===== src/ocs_map.svh =====
`ifndef OCS_MAP_SVH
`define OCS_MAP_SVH
// register byte addresses on the avalon slave
`define OCS_ADDR_TB_CFG 4'h4
`define OCS_ADDR_NV_OPT 4'h8
`define OCS_ADDR_CTRL 4'h0
`define OCS_ADDR_STATUS 4'hC
// printed indices of the two documented registers
`define OCS_IDX_TB_CFG 16'h001D
`define OCS_IDX_NV_OPT 16'hFFCF
// field positions in timebase_config_two
`define OCS_TB_SEL_LO 0
`define OCS_TB_SEL_HI 1
`define OCS_STOP_INT_DIS 2
`define OCS_STOP_RC_KEEP 3
`define OCS_STOP_XTAL_KEEP 4
// field positions in nonvolatile_option
`define OCS_MAIN_SEL_LO 0
`define OCS_MAIN_SEL_HI 1
// reset values
`define OCS_TB_CFG_RST 8'h00
`define OCS_CTRL_RST 8'h00
// edges the option synchroniser needs before its output is trusted
`define OCS_OPT_SETTLE 2'h2
`endif


===== src/ocs_pkg.sv =====
package ocs_pkg;
  typedef enum logic [1:0] {
    OCS_MAIN_NONE = 2'h0,
    OCS_MAIN_INT = 2'h1,
    OCS_MAIN_RC = 2'h2,
    OCS_MAIN_XTAL = 2'h3
  } ocs_main_e;
  typedef enum logic [1:0] {
    OCS_TB_INT = 2'h0,
    OCS_TB_RC = 2'h1,
    OCS_TB_XTAL = 2'h2,
    OCS_TB_NONE = 2'h3
  } ocs_tb_e;
  typedef enum logic [2:0] {
    OCS_RUN = 3'h1,
    OCS_WAIT = 3'h2,
    OCS_STOP = 3'h4
  } ocs_mode_e;
endpackage


===== src/ocs_top.sv =====
// How it works
// - main source from read-only option field
// - code 01 internal, bus clock out
// - code 10 rc, bus clock out
// - code 11 crystal, inverting amp out
// - timebase source 00 int 01 rc 10 xtal
// - rc/xtal timebase only if main
// - rc and crystal never both enabled
// - internal oscillator runs after any reset
// - internal stops in stop only if disabled
// - watchdog always uses internal clock
// - main clock feeds generator and subsystems
// - stop kills rc/xtal unless keep bit
// - wait mode leaves all outputs running
// - system enable gates rc/xtal enables and internal main clock
// - break state keeps main clock running
`timescale 1ns/1ps
`default_nettype none
`include "ocs_map.svh"
module ocs_top (
  // clock and reset
  input wire logic clk,
  input wire logic reset_n,
  // avalon-mm slave
  input wire logic [3:0] avs_address,
  input wire logic avs_read,
  input wire logic avs_write,
  input wire logic [31:0] avs_writedata,
  input wire logic [3:0] avs_byteenable,
  output logic [31:0] avs_readdata,
  output logic avs_waitrequest,
  output logic avs_response_err,
  // option word from non-volatile storage
  input wire logic [7:0] nonvolatile_option,
  // system integration module
  input wire logic osc_enable_from_sysint,
  input wire logic stop_mode,
  input wire logic wait_mode,
  input wire logic break_state,
  input wire logic bus_clock,
  // oscillator clocks (sampled)
  input wire logic internal_osc_clock,
  input wire logic rc_osc_clock,
  input wire logic crystal_osc_clock,
  input wire logic crystal_amp_out,
  // oscillator enables
  output logic internal_osc_en,
  output logic rc_osc_en,
  output logic crystal_osc_en,
  // clock outputs
  output logic main_ref_clock,
  output logic pll_ref_clock,
  output logic timebase_ref_clock,
  output logic watchdog_ref_clock,
  output logic osc_output_pin,
  output logic osc_output_pin_oe,
  // status
  output logic pll_ref_unsuitable,
  output logic tb_source_unavailable
);
  logic rst_meta_reg;
  logic rst_n;
  logic [7:0] tb_cfg_reg;
  logic [7:0] opt_reg;
  logic opt_loaded_reg;
  logic ack_reg;
  logic [31:0] rdata_reg;
  logic err_reg;
  logic [3:0] clk_sync;
  logic [2:0] ctl_sync;
  logic [7:0] opt_sync;
  logic [2:0] stop_latch_reg;
  ocs_pkg::ocs_mode_e mode_reg;
  ocs_pkg::ocs_main_e main_sel;
  ocs_pkg::ocs_tb_e tb_sel;
  logic sysen;
  logic sel_int;
  logic sel_rc;
  logic sel_xtal;
  logic req;
  logic hit;
  logic wr_take;
  logic in_stop;
  logic [1:0] opt_wait_reg;

  // ---------------------------------------------------------------
  // helpers
  // ---------------------------------------------------------------
  // an external source survives stop only when its keep bit was set
  function automatic logic ext_osc_on(
    input logic chosen,
    input logic keep,
    input logic in_stop_now
  );
    ext_osc_on = chosen && (!in_stop_now || keep);
  endfunction

  // ---------------------------------------------------------------
  // reset release
  // ---------------------------------------------------------------
  always_ff @(posedge clk or negedge reset_n)
  begin
    if (!reset_n)
    begin
      rst_meta_reg <= 1'b0;
      rst_n <= 1'b0;
    end
    else
    begin
      rst_meta_reg <= 1'b1;
      rst_n <= rst_meta_reg;
    end
  end

  // ---------------------------------------------------------------
  // input synchronisers
  // ---------------------------------------------------------------
  // oscillators are far slower than clk, so sampled copies suffice
  ocs_sync #(.W(4)) u_clk_sync (
    .clk(clk),
    .rst_n(rst_n),
    .d({crystal_amp_out, crystal_osc_clock, rc_osc_clock, internal_osc_clock}),
    .q(clk_sync)
  );

  ocs_sync #(.W(3)) u_ctl_sync (
    .clk(clk),
    .rst_n(rst_n),
    .d({break_state, stop_mode, osc_enable_from_sysint}),
    .q(ctl_sync)
  );

  ocs_sync #(.W(8)) u_opt_sync (
    .clk(clk),
    .rst_n(rst_n),
    .d(nonvolatile_option),
    .q(opt_sync)
  );

  // ---------------------------------------------------------------
  // option capture after reset
  // ---------------------------------------------------------------
  // the synchroniser restarts with reset, so its output lags the release
  always_ff @(posedge clk or negedge rst_n)
  begin
    if (!rst_n)
      opt_wait_reg <= 2'h0;
    else if (opt_wait_reg != `OCS_OPT_SETTLE)
      opt_wait_reg <= opt_wait_reg + 2'h1;
  end

  // captured once; never writable at run time
  always_ff @(posedge clk or negedge rst_n)
  begin
    if (!rst_n)
    begin
      opt_reg <= 8'h00;
      opt_loaded_reg <= 1'b0;
    end
    else if (!opt_loaded_reg && opt_wait_reg == `OCS_OPT_SETTLE)
    begin
      opt_reg <= opt_sync;
      opt_loaded_reg <= 1'b1;
    end
  end

  // ---------------------------------------------------------------
  // register bus
  // ---------------------------------------------------------------
  assign req = (avs_read || avs_write) && !ack_reg;
  assign hit = (avs_address == `OCS_ADDR_TB_CFG) || (avs_address == `OCS_ADDR_NV_OPT)
    || (avs_address == `OCS_ADDR_STATUS);
  // writes land on the accepting edge, when waitrequest is already low
  assign wr_take = avs_write && ack_reg;

  always_ff @(posedge clk or negedge rst_n)
  begin
    if (!rst_n)
      ack_reg <= 1'b0;
    else
      ack_reg <= req;
  end

  always_ff @(posedge clk or negedge rst_n)
  begin
    if (!rst_n)
      tb_cfg_reg <= `OCS_TB_CFG_RST;
    else if (wr_take && avs_address == `OCS_ADDR_TB_CFG && avs_byteenable[0])
      tb_cfg_reg <= {3'h0, avs_writedata[4:0]};
  end

  always_ff @(posedge clk or negedge rst_n)
  begin
    if (!rst_n)
    begin
      rdata_reg <= 32'h0000_0000;
      err_reg <= 1'b0;
    end
    else if (req)
    begin
      err_reg <= !hit;
      rdata_reg <= 32'h0000_0000;
      if (avs_read)
      begin
        unique case (avs_address)
          `OCS_ADDR_TB_CFG: rdata_reg <= {24'h000000, tb_cfg_reg};
          `OCS_ADDR_NV_OPT: rdata_reg <= {24'h000000, opt_reg};
          `OCS_ADDR_STATUS: rdata_reg <= {24'h000000, ctl_sync[2], mode_reg,
            tb_source_unavailable, crystal_osc_en, rc_osc_en, internal_osc_en};
          default: rdata_reg <= 32'h0000_0000;
        endcase
      end
    end
  end

  assign avs_waitrequest = (avs_read || avs_write) && !ack_reg;
  assign avs_readdata = rdata_reg;
  assign avs_response_err = err_reg;

  // ---------------------------------------------------------------
  // power mode tracking
  // ---------------------------------------------------------------
  always_ff @(posedge clk or negedge rst_n)
  begin
    if (!rst_n)
      mode_reg <= ocs_pkg::OCS_RUN;
    else if (ctl_sync[1])
      mode_reg <= ocs_pkg::OCS_STOP;
    else if (wait_mode)
      mode_reg <= ocs_pkg::OCS_WAIT;
    else
      mode_reg <= ocs_pkg::OCS_RUN;
  end

  // keep bits frozen on stop entry, so late writes cannot matter
  always_ff @(posedge clk or negedge rst_n)
  begin
    if (!rst_n)
      stop_latch_reg <= 3'h0;
    else if (!in_stop)
      stop_latch_reg <= {tb_cfg_reg[`OCS_STOP_XTAL_KEEP], tb_cfg_reg[`OCS_STOP_RC_KEEP],
        tb_cfg_reg[`OCS_STOP_INT_DIS]};
  end

  // ---------------------------------------------------------------
  // source selection
  // ---------------------------------------------------------------
  assign main_sel = ocs_pkg::ocs_main_e'({opt_reg[`OCS_MAIN_SEL_HI],
    opt_reg[`OCS_MAIN_SEL_LO]});
  assign tb_sel = ocs_pkg::ocs_tb_e'({tb_cfg_reg[`OCS_TB_SEL_HI],
    tb_cfg_reg[`OCS_TB_SEL_LO]});
  assign sysen = ctl_sync[0];
  assign in_stop = mode_reg == ocs_pkg::OCS_STOP;

  assign sel_int = main_sel == ocs_pkg::OCS_MAIN_INT;
  assign sel_rc = main_sel == ocs_pkg::OCS_MAIN_RC;
  assign sel_xtal = main_sel == ocs_pkg::OCS_MAIN_XTAL;

  // ---------------------------------------------------------------
  // oscillator enables
  // ---------------------------------------------------------------
  // break and wait do not touch the enables
  always_ff @(posedge clk or negedge rst_n)
  begin
    if (!rst_n)
    begin
      internal_osc_en <= 1'b1;
      rc_osc_en <= 1'b0;
      crystal_osc_en <= 1'b0;
    end
    else
    begin
      internal_osc_en <= !(in_stop && stop_latch_reg[0]);
      rc_osc_en <= sysen && opt_loaded_reg
        && ext_osc_on(sel_rc, stop_latch_reg[1], in_stop);
      crystal_osc_en <= sysen && opt_loaded_reg
        && ext_osc_on(sel_xtal, stop_latch_reg[2], in_stop);
    end
  end

  // ---------------------------------------------------------------
  // clock outputs
  // ---------------------------------------------------------------
  // watchdog reference ignores every selection and mode
  always_ff @(posedge clk or negedge rst_n)
  begin
    if (!rst_n)
      watchdog_ref_clock <= 1'b0;
    else
      watchdog_ref_clock <= clk_sync[0];
  end

  // second pin: amplifier output in crystal mode, bus clock otherwise
  always_ff @(posedge clk or negedge rst_n)
  begin
    if (!rst_n)
      osc_output_pin <= 1'b0;
    else if (sel_xtal)
      osc_output_pin <= clk_sync[3];
    else
      osc_output_pin <= bus_clock;
  end

  always_ff @(posedge clk or negedge rst_n)
  begin
    if (!rst_n)
    begin
      main_ref_clock <= 1'b0;
      timebase_ref_clock <= 1'b0;
      tb_source_unavailable <= 1'b0;
    end
    else
    begin
      unique case (main_sel)
        ocs_pkg::OCS_MAIN_INT: main_ref_clock <= clk_sync[0] && internal_osc_en && sysen;
        ocs_pkg::OCS_MAIN_RC: main_ref_clock <= clk_sync[1] && rc_osc_en;
        ocs_pkg::OCS_MAIN_XTAL: main_ref_clock <= clk_sync[2] && crystal_osc_en;
        ocs_pkg::OCS_MAIN_NONE: main_ref_clock <= 1'b0;
      endcase
      tb_source_unavailable <= 1'b0;
      unique case (tb_sel)
        ocs_pkg::OCS_TB_INT: timebase_ref_clock <= clk_sync[0] && internal_osc_en;
        ocs_pkg::OCS_TB_RC:
        begin
          timebase_ref_clock <= clk_sync[1] && rc_osc_en && sel_rc;
          tb_source_unavailable <= !sel_rc;
        end
        ocs_pkg::OCS_TB_XTAL:
        begin
          timebase_ref_clock <= clk_sync[2] && crystal_osc_en && sel_xtal;
          tb_source_unavailable <= !sel_xtal;
        end
        ocs_pkg::OCS_TB_NONE:
        begin
          timebase_ref_clock <= 1'b0;
          tb_source_unavailable <= 1'b1;
        end
      endcase
    end
  end

  assign pll_ref_clock = main_ref_clock;
  assign osc_output_pin_oe = 1'b1;
  // flags the unsuitable setup so software can avoid it
  assign pll_ref_unsuitable = sel_int;
endmodule
`default_nettype wire


===== src/ocs_sync.sv =====
`timescale 1ns/1ps
`default_nettype none
module ocs_sync #(
  parameter int W = 1
) (
  // clock and reset
  input wire logic clk,
  input wire logic rst_n,
  // data
  input wire logic [W-1:0] d,
  output logic [W-1:0] q
);
  logic [W-1:0] meta_reg;

  always_ff @(posedge clk or negedge rst_n)
  begin
    if (!rst_n)
    begin
      meta_reg <= '0;
      q <= '0;
    end
    else
    begin
      meta_reg <= d;
      q <= meta_reg;
    end
  end
endmodule
`default_nettype wire


===== config.mk =====
export PLATFORM = sky130hd
export DESIGN_NAME = ocs_top
export DESIGN_NICKNAME = d
export VERILOG_FILES = /design/src/ocs_pkg.sv /design/src/ocs_top.sv /design/src/ocs_sync.sv
export VERILOG_INCLUDE_DIRS = /design/src
export SDC_FILE = /design/constraint.sdc
export NUM_CORES = 1
export LEC_CHECK = 0
export BUFFER_PORTS_ARGS = -buffer_cell sky130_fd_sc_hd__buf_4
export CAP_MARGIN = 20
export CORE_AREA = 8 8 77 96
export CTS_CLUSTER_SIZE = 20
export DETAILED_ROUTE_END_ITERATION = 8
export DIE_AREA = 0 0 85 104
export GPL_TIMING_DRIVEN = 0
export HOLD_SLACK_MARGIN = 0.1
export PLACE_DENSITY = 0.87
export REMOVE_ABC_BUFFERS = 1
export SETUP_SLACK_MARGIN = 0.15
export SYNTH_ARGS = -nofsm -noshare
export SYNTH_HDL_FRONTEND = slang
export SYNTH_HIERARCHICAL = 1
export SYNTH_SLANG_ARGS = --single-unit

===== constraint.sdc =====
create_clock -name clk -period 2.8 [get_ports clk]
set_clock_uncertainty 0.05 [all_clocks]
set_input_delay 0.28 -clock clk [delete_from_list [all_inputs] [get_ports clk]]
set_output_delay 0.28 -clock clk [all_outputs]
set_load 0.03 [all_outputs]

==> results of run 1 <==
synth_stat cells, drive strengths merged (2+ instances only):
| library cell | n | area share |
|---|---|---|
| nand4b | 2 | 0.0064 |
| a21oi | 3 | 0.0055 |
| nand2 | 13 | 0.018 |
| nand4 | 3 | 0.0069 |
| dfrtp | 70 | 0.64 |
| o21ai | 12 | 0.022 |
| dfstp | 2 | 0.019 |
| inv | 5 | 0.0069 |
| a22oi | 3 | 0.0083 |
| a222oi | 2 | 0.0074 |
| mux2i | 4 | 0.015 |
| buf | 29 | 0.080 |
| conb | 2 | 0.0028 |
| nor2 | 4 | 0.0055 |
| mux2 | 19 | 0.086 |
| nor3b | 3 | 0.0083 |
| nor2b | 5 | 0.012 |
| clkbuf | 3 | 0.0041 |
layer usage:
metal,vias to the layer above,track usage,share of wire
met3,11,0.0514,0.062
met4,0,0.0805,0.026
met2,56,0.196,0.51
met1,798,0.134,0.40
li1,756,-,-
met5,-,0,0
worst max-delay path, cell delays in order (launching register included):
cell and delay (ns):
dfrtp_1 0.39, inv_1 0.06, ha_1 0.22, nor2b_1 0.59, mux2_2 0.41
power by group:
part           internal [mW]  switching (mW)
Sequential              1.11          0.0564
Clock                  0.328           0.395
Combinational          0.113           0.139
Total                   1.55           0.591
path summary, 6_finish.rpt:
kind | cells after the start | to | slack, ns
max in group asynchronous | 0 | opt_reg[0]$_DFFE_PN0P_ | 1.73
setup reg to reg | 4 | opt_reg[1]$_DFFE_PN0P_ | 0.97
setup / recovery | 4 | opt_reg[1]$_DFFE_PN0P_ | 0.97
hold / removal | 2 | osc_output_pin$_DFF_PN0_ | 0.12
hold reg to reg | 0 | u_clk_sync/q[0]$_DFF_PN0_ | 0.30
min in group asynchronous | 2 | rst_n$_DFF_PN0_ | 0.20
cells by family after synthesis:
logic type / share of synthesized area
XOR/XNOR: 0.00322
multiplexers: 0.100
adder cells (fa/ha/maj): 0.00460
AO/OA/AOI/OAI: 0.0488
buffers and inverters: 0.0907
AND/OR/NAND/NOR: 0.0861
flip-flops: 0.664
other: 0.00276
layout make-up:
class,instances,share of cell area
multi-input cells,111,0.223
clock inverters,7,0.0162
well taps,68,0.0250
flip-flops and latches,72,0.531
repair buffers,68,0.163
clock buffers,9,0.0364
inverters,5,0.00551
per-stage QoR:
stage | setup WS, ns | util | total power, mW | hold WS [ns] | instances
detailed placement | 0.947 | 0.510 | 1.41 | 0.0139 | 306
finish | 0.972 | 0.571 | 2.14 | 0.120 | 340
global placement | 0.00907 | 0.510 | 1.40 | 0.0131 | 306
floorplan | 0.600 | - | 1.32 | -0.0656 | 188
CTS | 0.944 | 0.569 | 2.16 | 0.100 | 339
global route | 0.861 | 0.571 | 2.25 | 0.102 | 340
==> impl_results.md, run 1 <==
* Die width at 85 um
* Ys flop type: dfrtp_1
* Yosys warns at 6
* Drt wl/cell at around 15 um
* Worst-Margin Slew at 0.862 ns
* Skew-Pair Late Insertion Delay at 0.34 ns
* IO Port Bufs at 50
* Final Hold Fails at 0
* Setup TNS at 0 ns
* DRC viols at 0
* Max Transition Viols Final at 0
* FP Rows at 32
* Core area at 5970 um2
* Worst setup startpoint: opt_wait_reg[0]$_DFFE_PN0P_
* First-pass GRT wire length at ~8500 um
* Leakage at 1.60 nW
* Fraction of layout cells with a size suffix above 1 at 0.335
* Die Area at 8840 um2
* Ys async rst share at 1.00
* Synthesized flop and latch total at 72
* Starting Density at 0.456
* Commonest cells after routing, fill and taps aside: 69 x dfrtp_1, 50 x buf_4, 26 x conb_1
* Root Buffer: clkbuf_8
* Post-DP HPWL at 3530 um
* Critical setup path kind: flip-flop to flip-flop
* Initial DRC count at 138
* Outcome: completed
* Area of the multi-input gates at 758 um2
* Hold_buf cts at 17
* H-Tree Depth at 3
* IO Pins at ~110
* Setup crit end kind: flip-flop
* Synthesized area at 2720 um2
* RD Place Congestion at 0.791
* GR Overflow Total at 0
* Area Overhead vs Synth at 25.2%
* Seq/Total Area, Yosys at 0.664
* NumNets Final at 329
* Setup crit start kind: flip-flop
* WP data required at 2.97 ns
* Fin crit period at 1.83 ns
* Ant diodes at 0
* Post-synth EDFFs at 0
* PD cells at 628 nW/um2
* Design area at 3400 um2
* CTS max path bufs at 2
* Filler instances at ~470
* Hold WC Path Type: primary input to flip-flop
* Via-per-instance ratio at 4.77
* Final period util at 0.653
* DRT antenna net count at 0
* Vias at around 1.6k
* Maxcap violations at 0
* # resized after CTS at 0
* Placed inst area at 3050 um2
* CTS tree: done
* Crit path DAT at about 2.0 ns
* Initial antenna violation count at 0
* Register area at about 1800 um2
* Worst reg2reg path startpoint: opt_wait_reg[0]$_DFFE_PN0P_
* Postcts setup bufs at 0
* RSZ-0062 raised after global routing: no
* Post-Syn Instances at 196
* Clock slew at reported path FFs at about 0.08 ns
* Worst Hold Launch: bus_clock
* Total iterations of the first detailed-routing run at 4
* Commonest non-fill, non-tap cell in the layout: dfrtp_1
* Syn Area/Cell at 13.9 um2
* Largest net degree at the start of global routing at 71
* Final setup violation count at 0
* Clk sink count at around 70
* CP max FO at 8
* WL final at 4980 um
* Peak VDD IR at 0.325 mV
* Global Route Usage Sum at 0.124
* Post-synth cell types at 33
* FMAX at 547 MHz
* Chip height at 104 um
* Vias in the first global route at approximately 1.8k
* TritonCTS buffer count at 9
* Slew margin rel. at 0.425
(Power assumes the default switching activity.)
==> run 2: changes to the inputs <==
Clock period 2.8 ns to 1.7 ns, I/O delays scaled along.
==> impl_results.md, run 2 (synthesized netlist as in run 1, its figures left out) <==
* Worst-Margin Slew at around 0.86 ns
* Commonest non-fill, non-tap cell in the layout: dfrtp_1
* Met1 WL at 2100 um
* Total iterations of the first detailed-routing run at 4
* DRT antenna net count at 0
* CTS tree: done
* Post-DP HPWL at 3530 um
* Ant diodes at 0
* Worst hold slack at 0.157 ns
* RD Place Congestion at 0.791
* Met3 Wirelength at a little over 300 um
* Drt wl/cell at roughly 15 um
* H-Tree Depth at 3
* Die width at 85 um
* Peak VDD IR at 0.547 mV
* RSZ-0062 raised after global routing: no
* Max Transition Viols Final at 0
* Worst setup startpoint: opt_wait_reg[0]$_DFFE_PN0P_
* WL final at 5070 um
* TritonCTS buffer count at 9
* Initial antenna violation count at 0
* FP Rows at 32
* FMAX at around 670 MHz
* DRC viols at 0
* Commonest cells after routing, fill and taps aside: 69 x dfrtp_1, 50 x buf_4, 27 x dlygate4sd3_1
* First-pass GRT wire length at 8650 um
* Fin crit period at 1.50 ns
* Final period util at 0.883
* Starting Density at 0.456
* Crit path DAT at 1.68 ns
* Hold WC Path Type: primary input to flip-flop
* Maxcap violations at 0
* Clock slew at reported path FFs at around 0.080 ns
* R2R cell count at 4
* CTS max path bufs at 2
* Via-per-instance ratio at 4.72
* Final Hold Fails at 0
* Fraction of layout cells with a size suffix above 1 at 0.338
* Capture point of the worst path: opt_reg[1]$_DFFE_PN0P_
* FF-to-FF setup slack at 0.20 ns
* Global Route Usage Sum at 0.126
* Critical setup path kind: flip-flop to flip-flop
* IO Port Bufs at 50
* PD cells at 1010 nW/um2
* Top layer reached by signal wires: met4
* Initial DRC count at 126
* Worst reg2reg path startpoint: opt_wait_reg[0]$_DFFE_PN0P_
* Leakage at 1.66 nW
* Slew margin rel. at 0.425
* Chip height at 104 um
* Outcome: completed
* Reg2reg end: opt_reg[1]$_DFFE_PN0P_
* Skew-Pair Late Insertion Delay at 0.34 ns
* Vias in the first global route at 1821
* Core area at between 5000 and 6000 um2
* Root Buffer: clkbuf_8
* Largest net degree at the start of global routing at 71
* Setup TNS at 0 ns
* Setup crit end kind: flip-flop
* Vias at around 1.6k
* CP max FO at 8
* Final setup violation count at 0
* Met2 wire length at 2580 um
* GR Overflow Total at 0
* Setup crit start kind: flip-flop
* IO Pins at 106
* WP data required at ~1.9 ns
* Critical Path, Cell by Cell: inv_1 > ha_2 > nor2b_4 > mux2_2
* Max incr delay on CP at 0.40 ns
* Clk sink count at between 70 and 80
* NumNets Final at 338
* Area Overhead vs Synth at 29.5%
* Core Util, Final at 0.590
* Die Area at 8840 um2
* CP max-delay cell: dfrtp_1
* Hold depth at 4
run 2: how the worst min path moves through the flow:
stage / start / endpoint / slack [ns]
after floorplan: reset_n / rst_meta_reg$_DFF_PN0_ / -0.18
after global placement: reset_n / rst_meta_reg$_DFF_PN0_ / -0.1
after detailed placement: reset_n / rst_meta_reg$_DFF_PN0_ / -0.1
after CTS: avs_write / avs_readdata[6]$_DFFE_PN0P_ / 0.15
after global routing: avs_write / avs_readdata[6]$_DFFE_PN0P_ / 0.15
final: avs_write / avs_response_err$_DFFE_PN0P_ / 0.16
run 2: through the flow:
stage          instances  area, um2  total power, mW  setup slack, ns
6_report             349       3520             3.55            0.198
5_1_grt              349       3520             3.73            0.142
2_1_floorplan        188       2580             2.17           -0.500
3_3_place_gp         306       3040             2.31            -1.09
4_1_cts              349       3510             3.59            0.151
3_5_place_dp         306       3050             2.33           -0.153
run 2: timing repair:
action / 4_1_cts / 5_1_grt
resized for setup: 4 / 2
buffers inserted: 0 / 0
setup endpoints to repair: 9 / 11
endpoints found under the hold margin: 27 / 0
hold buffers: 27 / 0
run 2: report_power, final:
group          leakage, nW  switching (mW)  internal [mW]
combinational        0.696           0.234          0.206
sequential           0.873          0.0939           1.82
clock               0.0862           0.653          0.541
total                 1.66           0.980           2.57
run 2: cell type report:
type                            count  area (um2)
Multi-Input combinational cell    111         785
Clock buffer                        9         124
Clock inverter                      7        55.1
Tap cell                           68        85.1
Inverter                            5        18.8
Timing Repair Buffer               77         646
Sequential cell                    72        1810
Fill cell                         454        2440
run 2: layer usage:
layer  up-vias  GRT usage
met5         -          0
met3         8     0.0498
met2        54      0.198
li1        774          -
met4         0     0.0805
met1       810      0.137
run 2: worst max-delay path, delay by kind of cell, from the launching register on:
family	cells	cell delay, ns
multiplexers	1	0.36
buffers and inverters	1	0.07
AND/OR/NAND/NOR	1	0.29
flip-flops	1	0.40
adder cells (fa/ha/maj)	1	0.22
==> run 3: changes to the inputs <==
Settings changed: CORE_AREA 8 8 77 96 to 8 8 107 70, DIE_AREA 0 0 85 104 to 0 0 115 78.
==> impl_results.md, run 3 (synthesized netlist as in run 1, its figures left out) <==
* Root Buffer: clkbuf_8
* Vias at approximately 1.6k
* Commonest cells after routing, fill and taps aside: 68 x dfrtp_1, 50 x buf_4, 26 x conb_1
* Skew-Pair Late Insertion Delay at 0.34 ns
* Fraction of layout cells with a size suffix above 1 at 0.333
* Register share of total power at 0.504
* Die Area at 8970 um2
* Fin crit period at 1.48 ns
* CTS tree: done
* Starting Density at 0.462
* Commonest non-fill, non-tap cell in the layout: dfrtp_1
* Switching portion of total power at 0.240
* Peak VDD IR at about 0.5 mV
* Area Overhead vs Synth at 31.2%
* Die width at 115 um
* Final Hold Fails at 0
* GR Overflow Total at 0
* Largest net degree at the start of global routing at 71
* Critical setup path kind: flip-flop to flip-flop
* FMAX at 674 MHz
* Post-placement cell count at 322
* Hold WC Path Type: primary input to flip-flop
* Sw power at 0.913 mW
* Combinational share of power at 0.116
* H-Tree Depth at 3
* Postcts setup bufs at 0
* Global Route Usage Sum at 0.134
* Setup crit end kind: flip-flop
* DRT antenna net count at 0
* TritonCTS buffer count at 9
* FP Rows at 22
* Final setup violation count at 0
* Core Util, Final at 0.606
* IO Port Bufs at 50
* Non-Filler Instances at ~360
* Max Transition Viols Final at 0
* Chip height at 78 um
* First-pass GRT wire length at 9140 um
* Outcome: completed
* Final WS setup at 0.216 ns
* WP data required at 1.88 ns
* Via-per-instance ratio at 4.52
* Slew margin rel. at 0.429
* Clock share of power at 0.380
* Post-DP HPWL at 3840 um
* Clock slew at reported path FFs at ~0.07 ns
* Maxcap violations at 0
* Int Power at slightly below 3 mW
* Setup crit start kind: flip-flop
* DRC viols at 0
* Ant diodes at 0
* NumNets Final at 336
* Crit path DAT at 1.66 ns
* CTS max path bufs at 2
* Total iterations of the first detailed-routing run at 4
* CP max FO at 8
* WL final at 5420 um
* Vias in the first global route at 1763
* Initial antenna violation count at 0
* Drt wl/cell at 14.9 um
* RD Place Congestion at 0.820
* Initial DRC count at 85
* IO Pins at 106
* Clk sink count at between 70 and 80
* Worst-Margin Slew at 0.857 ns
* Leakage at 1.67 nW
* PD cells at approximately 1100 nW/um2
* Place WS at -0.147 ns
* Core area at 5890 um2
* Final period util at 0.873
* RSZ-0062 raised after global routing: no
run 3: cell count changes in the layout (fill, tap and decap cells not counted), sizes merged:
cell / before / now
clkinvlp: 2 / 0
dlygate4sd3: 27 / 25
clkinv: 3 / 1
inv: 7 / 5
clkbuf: 9 / 13
bufinv: 0 / 2
run 3: worst max-delay path, stage by stage, from the launching register on:
cell and delay, ns:
dfrtp_1 0.39, inv_1 0.10, ha_4 0.17, nor2b_4 0.27, mux2_2 0.37
run 3: final cells by class:
| class | count | area [um2] |
|---|---|---|
| Clock inverter | 3 | 65.1 |
| Inverter | 5 | 18.8 |
| Clock buffer | 13 | 149 |
| Fill cell | 460 | 2320 |
| Tap cell | 84 | 105 |
| Sequential cell | 72 | 1810 |
| Timing Repair Buffer | 75 | 626 |
| Multi-Input combinational cell | 111 | 795 |
run 3: final timing paths:
kind	slack, ns	cells past startpoint	start	end
max	0.22	4	opt_wait_reg[0]$_DFFE_PN0P_	opt_reg[3]$_DFFE_PN0P_
min	0.14	3	avs_address[0]	avs_response_err$_DFFE_PN0P_
max reg2reg	0.22	4	opt_wait_reg[0]$_DFFE_PN0P_	opt_reg[3]$_DFFE_PN0P_
min reg2reg	0.29	0	u_opt_sync/meta_reg[3]$_DFF_PN0_	u_opt_sync/q[3]$_DFF_PN0_
max in group asynchronous	0.62	0	rst_n$_DFF_PN0_	opt_reg[0]$_DFFE_PN0P_
min in group asynchronous	0.40	0	rst_n$_DFF_PN0_	u_opt_sync/meta_reg[0]$_DFF_PN0_
run 3: power groups by stage:
stage | Combinational (mW) | Sequential, mW | Clock (mW)
floorplan | 0.193 | 1.97 | 0
global placement | 0.375 | 1.94 | 0
detailed placement | 0.384 | 1.95 | 0
CTS | 0.439 | 1.92 | 1.49
global route | 0.472 | 1.94 | 1.57
finish | 0.441 | 1.92 | 1.45
run 3: timing repair:
action	4_1_cts	5_1_grt
hold buffers	25	0
setup endpoints to repair	11	9
endpoints found under the hold margin	26	0
gates resized for setup	6	2
run 3: through the flow:
step | area [um2] | TNS (ns) | power [mW] | hold slack (ns)
floorplan | 2580 | -34.08 | 2.17 | -0.176
global placement | 3060 | -76.22 | 2.32 | -0.0974
detailed placement | 3070 | -1.11 | 2.34 | -0.0962
CTS | 3560 | 0 | 3.85 | 0.120
global route | 3570 | 0 | 3.98 | 0.141
finish | 3570 | 0 | 3.80 | 0.136
run 3: metal layers:
metal / track usage / part of all wire / wire (um) / up-vias
met3: 0.0750 / 0.074 / 400 / 8
li1: - / - / - / 767
met2: 0.200 / 0.48 / 2580 / 55
met1: 0.161 / 0.44 / 2370 / 811
met4: 0.0430 / 0.012 / 63 / 0
met5: 0 / 0 / 0 / -
